**config.mk**
```make
export PLATFORM = sky130hd
export DESIGN_NAME = defect_cmd_decoder
export DESIGN_NICKNAME = d
export VERILOG_FILES = /design/src/core/defect_cmd_decoder.v
export VERILOG_INCLUDE_DIRS = /design/src /design/src/common
export SDC_FILE = /design/constraint.sdc
export NUM_CORES = 2
export LEC_CHECK = 0
export BUFFER_PORTS_ARGS = -buffer_cell sky130_fd_sc_hd__buf_2
export CORE_MARGIN = 2
export CORE_UTILIZATION = 39
export DETAILED_ROUTE_END_ITERATION = 8
export GPL_TIMING_DRIVEN = 0
export PLACE_DENSITY_LB_ADDON = 0.25
export SYNTH_ARGS = -nofsm -noshare
export SYNTH_HDL_FRONTEND = slang
export SYNTH_SLANG_ARGS = --single-unit
export TNS_END_PERCENT = 50
```
**constraint.sdc**
```tcl
create_clock -name pclk -period 5.9 [get_ports pclk]
set_input_delay 0.295 -clock pclk [delete_from_list [all_inputs] [get_ports pclk]]
set_output_delay 0.295 -clock pclk [all_outputs]
set_load 0.005 [all_outputs]
```
**src/common/defect_cmd_defs.vh**
```
// Constants for the defect-management command decoder.
`ifndef DEFECT_CMD_DEFS_VH
`define DEFECT_CMD_DEFS_VH
// Register byte offsets.
`define REG_CMD_LO 12'h000
`define REG_CMD_MID 12'h004
`define REG_CMD_HI 12'h008
`define REG_CTRL 12'h00C
`define REG_STATUS 12'h010
`define REG_SENSE 12'h014
`define REG_DESC_LO 12'h018
`define REG_DESC_HI 12'h01C
`define REG_LIMITS 12'h020
`define REG_SPARES 12'h024
`define REG_DATA 12'h028
`define REG_GROWN 12'h02C
// Operation codes.
`define OP_READ_LONG_VU 8'hE8
`define OP_READ_LONG_S2 8'h3E
`define OP_REASSIGN 8'h07
`define OP_RECV_DIAG 8'h1C
`define OP_SEND_DIAG 8'h1D
`define OP_READ_DEFECT 8'h37
// Defect list formats.
`define FMT_INDEX 3'h4
`define FMT_PHYS 3'h5
// Sense keys and error codes.
`define KEY_NONE 4'h0
`define KEY_MEDIUM 4'h3
`define KEY_ILLEGAL 4'h5
`define ERR_NONE 8'h00
`define ERR_INV_CMD 8'h20
`define ERR_BAD_LBA 8'h21
`define ERR_INV_FIELD 8'h24
`define ERR_NO_SPARE 8'h32
// Long read size.
`define ECC_BYTES 16'h0006
`define PHYS_SECTOR_DEF 16'h0200
// Control bits.
`define CTRL_GO 0
`define CTRL_SENSE_CLR 1
`endif

```
**src/core/defect_cmd_decoder.v**
```verilog
// Defect-management and long-read command decoder with an APB slave.
//
// Local design decisions: the placing of the registers and register access over APB.
`timescale 1ns/10ps
`include "defect_cmd_defs.vh"
// Function
// - Physical-sector list header format is 05h.
// - Descriptor: cylinder3, head1, sector4, MSB first.
// - Other list formats: illegal request 05h/24h.
// - Long read sends one block plus ECC.
// - Long read data passes uncorrected.
// - E8h and 3Eh both decode as long read.
// - Bytes seven and eight ignored; one sector.
// - Correction request bit causes no correction.
// - Ten-byte block: address bytes two to five.
// - Location uses physical sector size.
// - Bad long read address: 05h/21h.
// - Reassign moves listed blocks to spares.
// - Unlisted blocks keep their data.
// - Successful reassign adds grown list entry.
// - Header bytes two, three give descriptor bytes.
// - Zero descriptor count is not an error.
// - Too few spares: medium error 03h/32h.
// - Invalid listed address: 05h/21h.
// - Receive diagnostic results is unsupported.
// - Without prior send diagnostic: 05h/20h.
// - Bytes-from-index list header format is 04h.
module defect_cmd_decoder (
    // APB clock and reset.
    input wire pclk,
    input wire presetn,
    // APB request.
    input wire psel,
    input wire penable,
    input wire pwrite,
    input wire [11:0] paddr,
    input wire [31:0] pwdata,
    // APB answer.
    output reg [31:0] prdata,
    output reg pready,
    output reg pslverr,
    // Medium location request for the datapath.
    output reg [31:0] phys_byte_addr,
    output reg medium_go,
    output reg check_condition,
    output reg cmd_done
);

    // State codes, one-hot.
    localparam S_IDLE = 4'h1;
    localparam S_EXEC = 4'h2;
    localparam S_LIST = 4'h4;
    localparam S_END = 4'h8;

    // Command block bytes held by software writes.
    reg [31:0] cmd_lo;
    reg [31:0] cmd_mid;
    reg [15:0] cmd_hi;
    // Block limit and spare count set by firmware.
    reg [31:0] max_lba;
    reg [15:0] spares;
    // Physical sector size in bytes.
    reg [15:0] phys_size;
    // Held sense key and error code.
    reg [3:0] sense_key;
    reg [7:0] sense_code;
    // Command state.
    reg [3:0] state;
    // Set once a send diagnostic command was seen.
    reg diag_sent;
    // Reassign parameter stream bookkeeping.
    reg [15:0] list_left;
    reg [1:0] hdr_cnt;
    reg [1:0] byte_cnt;
    reg [31:0] lba_acc;
    reg [15:0] grown_cnt;
    reg reassign_bad;
    reg spare_short;
    // Set once the four header bytes of the list are in, so that the
    // fourth header byte is never taken for a descriptor byte.
    reg hdr_done;
    // Defect descriptor to be returned, packed in eight bytes.
    reg [23:0] desc_cyl;
    reg [7:0] desc_head;
    reg [31:0] desc_sect;
    reg [2:0] list_fmt;
    // Long read transfer length, block plus ECC.
    reg [15:0] xfer_len;

    // Aliases for the command block fields.
    wire [7:0] opcode = cmd_lo[7:0];
    wire [31:0] cdb_lba = {cmd_lo[23:16], cmd_lo[31:24],
                           cmd_mid[7:0], cmd_mid[15:8]};
    wire [2:0] req_fmt = cmd_lo[18:16];
    wire [15:0] diag_alloc = {cmd_lo[31:24], cmd_mid[7:0]};

    // APB strobes. A write lands only at the edge at which the access
    // phase meets pready high, so the master and this block agree on
    // the edge at which a register changes. Read data is latched one
    // edge earlier so that it already stands when pready is sampled.
    wire wr_en = psel & penable & pwrite & pready;
    wire rd_en = psel & penable & ~pwrite & ~pready;

    // Returns true when an opcode means a long read. Both the vendor
    // code and the later standard code run the same path, so a host
    // written for either form sees identical behaviour.
    function is_long_read;
        input [7:0] op;
        begin
            is_long_read = (op == `OP_READ_LONG_VU) |
                           (op == `OP_READ_LONG_S2);
        end
    endfunction

    // Known register offsets. Anything past the last register or off
    // a word boundary is answered with an error on pslverr.
    function addr_ok;
        input [11:0] a;
        begin
            addr_ok = (a <= `REG_GROWN) & (a[1:0] == 2'b00);
        end
    endfunction

    // Read data mux. It is combinational on the address and is only
    // latched into prdata in the first access cycle of a read, which
    // keeps prdata steady while the master waits for pready.
    reg [31:0] next_prdata;
    always @* begin
        next_prdata = 32'h00000000;
        case (paddr)
            `REG_CMD_LO: next_prdata = cmd_lo;
            `REG_CMD_MID: next_prdata = cmd_mid;
            `REG_CMD_HI: next_prdata = {16'h0000, cmd_hi};
            `REG_STATUS: next_prdata = {diag_sent, 11'h000, xfer_len,
                                        state};
            // Held sense data for a later sense request.
            `REG_SENSE: next_prdata = {20'h00000, sense_key,
                                       sense_code};
            // Descriptor: cylinder then head, MSB first.
            `REG_DESC_LO: next_prdata = {desc_cyl, desc_head};
            `REG_DESC_HI: next_prdata = desc_sect;
            `REG_LIMITS: next_prdata = max_lba;
            `REG_SPARES: next_prdata = {phys_size, spares};
            `REG_GROWN: next_prdata = {13'h0000, list_fmt, grown_cnt};
            default: next_prdata = 32'h00000000;
        endcase
    end

    // APB handshake: one wait state, answer on the second access cycle.
    // pready is high for exactly one cycle per transfer, because it is
    // only raised while it is low; pslverr stands beside it.
    // The master must hold the request until it sees pready high.
    always @(posedge pclk or negedge presetn) begin
        if (!presetn) begin
            pready <= 1'b0;
            pslverr <= 1'b0;
            prdata <= 32'h00000000;
        end else begin
            pready <= psel & penable & ~pready;
            pslverr <= psel & penable & ~pready & ~addr_ok(paddr);
            if (rd_en) begin
                prdata <= next_prdata;
            end
        end
    end

    // Command engine. Software loads the command block through the
    // register bus, then writes the go bit. The block is decoded in
    // one cycle; a reassignment stays in the list state until a
    // second go write closes the parameter list. Every command ends
    // with a one-cycle cmd_done pulse.
    always @(posedge pclk or negedge presetn) begin
        if (!presetn) begin
            cmd_lo <= 32'h00000000;
            cmd_mid <= 32'h00000000;
            cmd_hi <= 16'h0000;
            max_lba <= 32'h0000FFFF;
            spares <= 16'h0010;
            phys_size <= `PHYS_SECTOR_DEF;
            sense_key <= `KEY_NONE;
            sense_code <= `ERR_NONE;
            state <= S_IDLE;
            diag_sent <= 1'b0;
            list_left <= 16'h0000;
            hdr_cnt <= 2'h0;
            byte_cnt <= 2'h0;
            lba_acc <= 32'h00000000;
            grown_cnt <= 16'h0000;
            reassign_bad <= 1'b0;
            spare_short <= 1'b0;
            hdr_done <= 1'b0;
            desc_cyl <= 24'h000000;
            desc_head <= 8'h00;
            desc_sect <= 32'h00000000;
            list_fmt <= 3'h0;
            xfer_len <= 16'h0000;
            phys_byte_addr <= 32'h00000000;
            medium_go <= 1'b0;
            check_condition <= 1'b0;
            cmd_done <= 1'b0;
        end else begin
            medium_go <= 1'b0;
            cmd_done <= 1'b0;
            case (state)
                // Waiting for software to load a block and start it.
                S_IDLE: begin
                    if (wr_en) begin
                        case (paddr)
                            `REG_CMD_LO: cmd_lo <= pwdata;
                            `REG_CMD_MID: cmd_mid <= pwdata;
                            `REG_CMD_HI: cmd_hi <= pwdata[15:0];
                            `REG_LIMITS: max_lba <= pwdata;
                            `REG_SPARES: begin
                                spares <= pwdata[15:0];
                                phys_size <= pwdata[31:16];
                            end
                            // Defect entry staged for return.
                            `REG_DESC_LO: begin
                                desc_cyl <= pwdata[31:8];
                                desc_head <= pwdata[7:0];
                            end
                            `REG_DESC_HI: desc_sect <= pwdata;
                            `REG_CTRL: begin
                                if (pwdata[`CTRL_SENSE_CLR]) begin
                                    sense_key <= `KEY_NONE;
                                    sense_code <= `ERR_NONE;
                                    check_condition <= 1'b0;
                                end
                                if (pwdata[`CTRL_GO]) begin
                                    state <= S_EXEC;
                                end
                            end
                            default: begin
                            end
                        endcase
                    end
                end
                // Decode the command block.
                S_EXEC: begin
                    state <= S_END;
                    check_condition <= 1'b0;
                    if (is_long_read(opcode)) begin
                        // Bytes 6..8 and the correction bit are not read.
                        if (cdb_lba > max_lba) begin
                            sense_key <= `KEY_ILLEGAL;
                            sense_code <= `ERR_BAD_LBA;
                            check_condition <= 1'b1;
                        end else begin
                            // One sector plus ECC; no correction stage.
                            xfer_len <= phys_size + `ECC_BYTES;
                            phys_byte_addr <= cdb_lba *
                                {16'h0000, phys_size};
                            medium_go <= 1'b1;
                        end
                    end else if (opcode == `OP_READ_DEFECT) begin
                        if (req_fmt == `FMT_PHYS) begin
                            list_fmt <= `FMT_PHYS;
                        end else if (req_fmt == `FMT_INDEX) begin
                            list_fmt <= `FMT_INDEX;
                        end else begin
                            sense_key <= `KEY_ILLEGAL;
                            sense_code <= `ERR_INV_FIELD;
                            check_condition <= 1'b1;
                        end
                    end else if (opcode == `OP_REASSIGN) begin
                        hdr_cnt <= 2'h0;
                        byte_cnt <= 2'h0;
                        reassign_bad <= 1'b0;
                        spare_short <= 1'b0;
                        list_left <= 16'h0000;
                        // A new list always starts with its header.
                        hdr_done <= 1'b0;
                        state <= S_LIST;
                    end else if (opcode == `OP_SEND_DIAG) begin
                        diag_sent <= 1'b1;
                    end else if (opcode == `OP_RECV_DIAG) begin
                        // Unsupported; allocation length is recorded.
                        xfer_len <= diag_alloc;
                        sense_key <= `KEY_ILLEGAL;
                        sense_code <= diag_sent ? `ERR_INV_FIELD
                                                : `ERR_INV_CMD;
                        check_condition <= 1'b1;
                        diag_sent <= 1'b0;
                    end else begin
                        sense_key <= `KEY_ILLEGAL;
                        sense_code <= `ERR_INV_CMD;
                        check_condition <= 1'b1;
                    end
                end
                // Reassign parameter bytes arrive as writes to DATA.
                S_LIST: begin
                    if (wr_en && paddr == `REG_DATA) begin
                        if (!hdr_done) begin
                            // Four header bytes; bytes two and three
                            // carry the descriptor byte count.
                            hdr_cnt <= hdr_cnt + 2'h1;
                            if (hdr_cnt == 2'h2) begin
                                // Count, most significant byte.
                                list_left[15:8] <= pwdata[7:0];
                            end
                            if (hdr_cnt == 2'h3) begin
                                // Count, least significant byte.
                                list_left[7:0] <= pwdata[7:0];
                                hdr_done <= 1'b1;
                            end
                        end else if (list_left == 16'h0000) begin
                            // Bytes past the stated count are dropped, so
                            // an empty list moves nothing.
                            byte_cnt <= byte_cnt;
                        end else begin
                            // Descriptor bytes, MSB first.
                            lba_acc <= {lba_acc[23:0], pwdata[7:0]};
                            byte_cnt <= byte_cnt + 2'h1;
                            list_left <= list_left - 16'h0001;
                            // The fourth byte completes one address.
                            if (byte_cnt == 2'h3) begin
                                if ({lba_acc[23:0], pwdata[7:0]} >
                                    max_lba) begin
                                    // Address beyond the last block.
                                    reassign_bad <= 1'b1;
                                end else if (spares == 16'h0000) begin
                                    // No spare sector is left to use.
                                    spare_short <= 1'b1;
                                end else begin
                                    // Only this block moves to a spare.
                                    spares <= spares - 16'h0001;
                                    grown_cnt <= grown_cnt + 16'h0001;
                                end
                            end
                        end
                    end
                    // Software ends the list with a go write.
                    if (wr_en && paddr == `REG_CTRL &&
                        pwdata[`CTRL_GO]) begin
                        state <= S_END;
                        // Zero-length list finishes clean.
                        if (reassign_bad) begin
                            sense_key <= `KEY_ILLEGAL;
                            sense_code <= `ERR_BAD_LBA;
                            check_condition <= 1'b1;
                        end else if (spare_short) begin
                            sense_key <= `KEY_MEDIUM;
                            sense_code <= `ERR_NO_SPARE;
                            check_condition <= 1'b1;
                        end
                    end
                end
                // One-cycle completion pulse. The check flag stays until the next
                // command starts or software clears it; the held sense data stays
                // until software clears it or a later failing command overwrites it.
                S_END: begin
                    cmd_done <= 1'b1;
                    state <= S_IDLE;
                end
                default: state <= S_IDLE;
            endcase
        end
    end

endmodule

```
==> impl_metrics.toml <==
[global_routing]
grt_start_max_net_pins = 118
grt_antenna_before_repair = 7
grt_util_all_layers_pct = 26.6
first_pass_grt_wire_length_um = 155000
grt_overflow_total = 0
first_global_vias = 24000

[synthesis]
top_cells_by_area_in_the_synthesized_netlist = "dfrtp_1 (30%), fa_1 (21%), mux2_2 (7.2%)"
synthDistinctLibCells = 85
synth_fp_nets = 3506
seq_total_area_yosys_pct = 31.2
netlist.top_cell.by_area = "dfrtp_1"
synth.top_cells.by_count = "nand2_1 (447), inv_1 (385), dfrtp_1 (349), fa_1 (304), mux2_2 (190)"
synth.most_common_cell = "nand2_1"
synth_largest_type_area_fraction_pct = 29.5
post_synth_inst_count = 3017
synth.yosys.warnings = 0
avgSynthCellArea_um2 = 9.81
synth_enable_flop_cells = 0
ys_ff_latch = 368
syn_area_mm2 = 0.0296
synthArstFlopShare_pct = 100
ys.flop_type = "dfrtp_1"

[die]
placementRows = 101
floorplan.die_area_mm2 = 0.0781
start_util_pct = 39.2
ios = 118
die_w_um = 279
design.core.area_mm2 = 0.0756
dieHeight_um = 279

[placed_design]
place.port_buffers = 115
post-dp-hpwl_um = 76500
dpl_worst_slack_ps = -1480
gpl.final_weighted_congestion = 0.949

[setup_path]
critPathKind = "flip-flop to flip-flop"
cell_mode_on_critical_path = "fa_2"
critical_path.cell_chain = "clkbuf_16 -> clkbuf_16 -> and2_4 -> fa_2 -> inv_2 -> fa_2 -> fa_2 -> inv_2 -> fa_2 -> fa_1 -> inv_1 -> fa_1 -> inv_1 -> ha_4 -> and3_4 -> o21ai_2 -> a221o_1 -> a31oi_4 -> a41o_1 -> nor2_1 -> xor2_1 -> o21ai_1"
cp.required_ps = 6350
worst_path_cell_with_the_longest_stage_delay = "fa_2"
path_buf_inv = 6
worstPathMaxFanout = 10
critical_path.endpoint_type = "flip-flop"
critical-path-top-delay-family = "adder cells"
critical-path-max-stage-delay_ps = 580
crit_path_start_kind = "flip-flop"
cp_data_arrival_time_ps = 6510

[final_layout]
post_route_cells_drive_above_1_share_pct = 22.0
layout.filler_cells = 7213
syn2layout_area_growth_pct = 18.7
finish.net_count = 3770
util_after_layout_pct = 46.5

[detailed_routing]
wire_per_inst_um = 24.0
first_pass_iters = 9
detailed_route_via_count = 24100
detail_route.drc_violations = 0
ant_nets = 0
drt-initial-drc-count = 2565
detail_route.wirelength_um = 103000
route.detailed.vias_per_inst = 5.61

[timing]
timing_max_transition_violations_final = 0
timing.hold.ws_ps = 26.6
max_freq_mhz = 165
timing.slew.headroom_pct = 14.5
final_period_minus_worst_setup_slack_ps = 6060
clock-skew-final_ps = 32.8
fin_crit_sh_pct = 103
setup-violations-final = 5
rsz0062_at_grt = "yes"
tightestPinTransition_ps = 1270
tns_ps = -590
post-route-worst-setup-slack_ps = -157
final_hold_viol_count = 0

[power_and_ir_drop]
p_leak_nw = 16.7
totalPowerFinal_mw = 5.73
power.density_mw_per_mm2 = 163
switchingPower_mw = 1.39
sw_frac_of_total_pct = 24.2
power_report.internal_total_mw = 4.34
seq_power_share_pct = 45.0
peakVddDrop_v = 0.000197
power.share.combinational_pct = 3.8
power.share.clock_pct = 51.3

[flow_run]
max_cap_viol_count = 0

[clock_tree]
cts.sinks = 368
clock_tree.root_cell = "clkbuf_16"
tritoncts.num_buffers = 45
worstSkewPairLatency_ps = 610
cts_tree = "yes"
path_clk_slew_ps = 60
htreeDepth = 2
cts_buffer_depth = 3

[status]
outcome = "finished with violations"
failed_checks = "setup timing"

[hold_path]
holdCritPathClass = "input port to flip-flop"
[worst paths after layout]
kind | from | to | slack [ps] | cells past startpoint
max in group asynchronous | presetn | phys_size[9] | 4230 | 4
max | phys_size[6] | phys_byte_addr[28] | -160 | 22
max reg2reg | phys_size[6] | phys_byte_addr[28] | -160 | 22
min | pwdata[24] | max_lba[24] | 30 | 3
min in group asynchronous | presetn | phys_byte_addr[5] | 270 | 2
min reg2reg | phys_byte_addr[4] | phys_byte_addr[4] | 460 | 2
[final cells by class]
type / count / area, um2 / share of cell area (%)
Multi-Input combinational cell: 2079 / 18600 / 53.0
Sequential cell: 368 / 9270 / 26.4
Timing Repair Buffer: 224 / 1540 / 4.39
Buffer: 178 / 1490 / 4.23
Inverter: 385 / 1450 / 4.12
Clock buffer: 61 / 1300 / 3.69
Tap cell: 978 / 1220 / 3.48
Clock inverter: 17 / 244 / 0.695
Antenna cell: 3 / 7.51 / 0.0214
[flip-flops by register name (all words and copies together), names as in the netlist, 3 cells and up]
register / count
spares: 16
cmd_mid: 32
prdata: 32
desc_sect: 32
cmd_hi: 16
desc_head: 8
state: 4
grown_cnt: 16
sense_key: 3
cmd_lo: 32
xfer_len: 16
desc_cyl: 24
phys_size: 16
lba_acc: 24
list_left: 16
phys_byte_addr: 32
max_lba: 32
[worst register-to-register path: stages (launching register included)]
cell and delay [ps]:
dfrtp_2 420, clkbuf_16 170, clkbuf_16 160, and2_4 160
fa_2 580, inv_2 50, fa_2 540, fa_2 440
inv_2 70, fa_2 430, fa_1 490, inv_1 50
fa_1 470, inv_1 60, ha_4 260, and3_4 200
o21ai_2 60, a221o_1 380, a31oi_4 250, a41o_1 230
nor2_1 50, xor2_1 290, o21ai_1 90
[power groups by stage]
| stage | clock [mW] | sequential (mW) | combinational (mW) |
|---|---|---|---|
| 2_1_floorplan | 0 | 2.62 | 0.0528 |
| 3_3_place_gp | 0 | 2.62 | 0.203 |
| 3_5_place_dp | 0 | 2.62 | 0.212 |
| 4_1_cts | 2.96 | 2.58 | 0.218 |
| 5_1_grt | 3.07 | 2.58 | 0.237 |
| 6_report | 2.94 | 2.58 | 0.215 |
[metal layers]
metal | GRT usage (%) | vias up | wire (um)
met5 | 0 | - | 34
met4 | 10.4 | 6 | 4430
met3 | 5.35 | 240 | 8410
met2 | 43.0 | 1026 | 47800
met1 | 35.2 | 12200 | 42600
li1 | - | 10600 | -
[kinds of logic after synthesis]
logic type	Yosys count	synth area share, %
buffers and inverters	570	7.39
AOI/OAI and AO/OA	489	11.2
adders and majority gates	440	26.3
xor gates and xnor gates	75	2.22
muxes	192	7.30
DFF	368	31.2
and+or+nand+nor	883	14.4
[timing repair]
action	CTS	global route
hold endpoints to repair	75	0
pin swaps	56	21
resized for setup	276	30
hold buffers	8	0
buffers inserted	83	13
endpoints found under the setup margin	19	13
gates cloned	0	0
[per-stage QoR]
step / instances / cell area, um2
2_1_floorplan: 3017 / 29700
3_3_place_gp: 4110 / 31500
3_5_place_dp: 4116 / 31600
4_1_cts: 4277 / 34900
5_1_grt: 4291 / 35100
6_report: 4293 / 35100
[cell usage in the layout, fill, tap and decap left out, types with 15 or more instances in the layout]
cell and n:
nor2_1 90, o21ai_0 146, clkbuf_16 61, a31oi_1 25, mux2_2 190, a21oi_1 52, inv_2 16, nand2_1 442
nand3_1 24, and2_1 139, clkbuf_8 37, ha_1 121, a21o_1 31, and3_1 16, inv_1 369, a222oi_1 50
xor2_1 25, o31ai_1 15, dfrtp_2 24, dfstp_2 18, dfrtp_1 325, ha_4 15, clkbuf_1 79, xnor2_1 50
nand4_1 28, buf_4 94, buf_2 138, fa_1 290, a22oi_1 34, nor3_1 37
(Power assumes the default switching activity.)
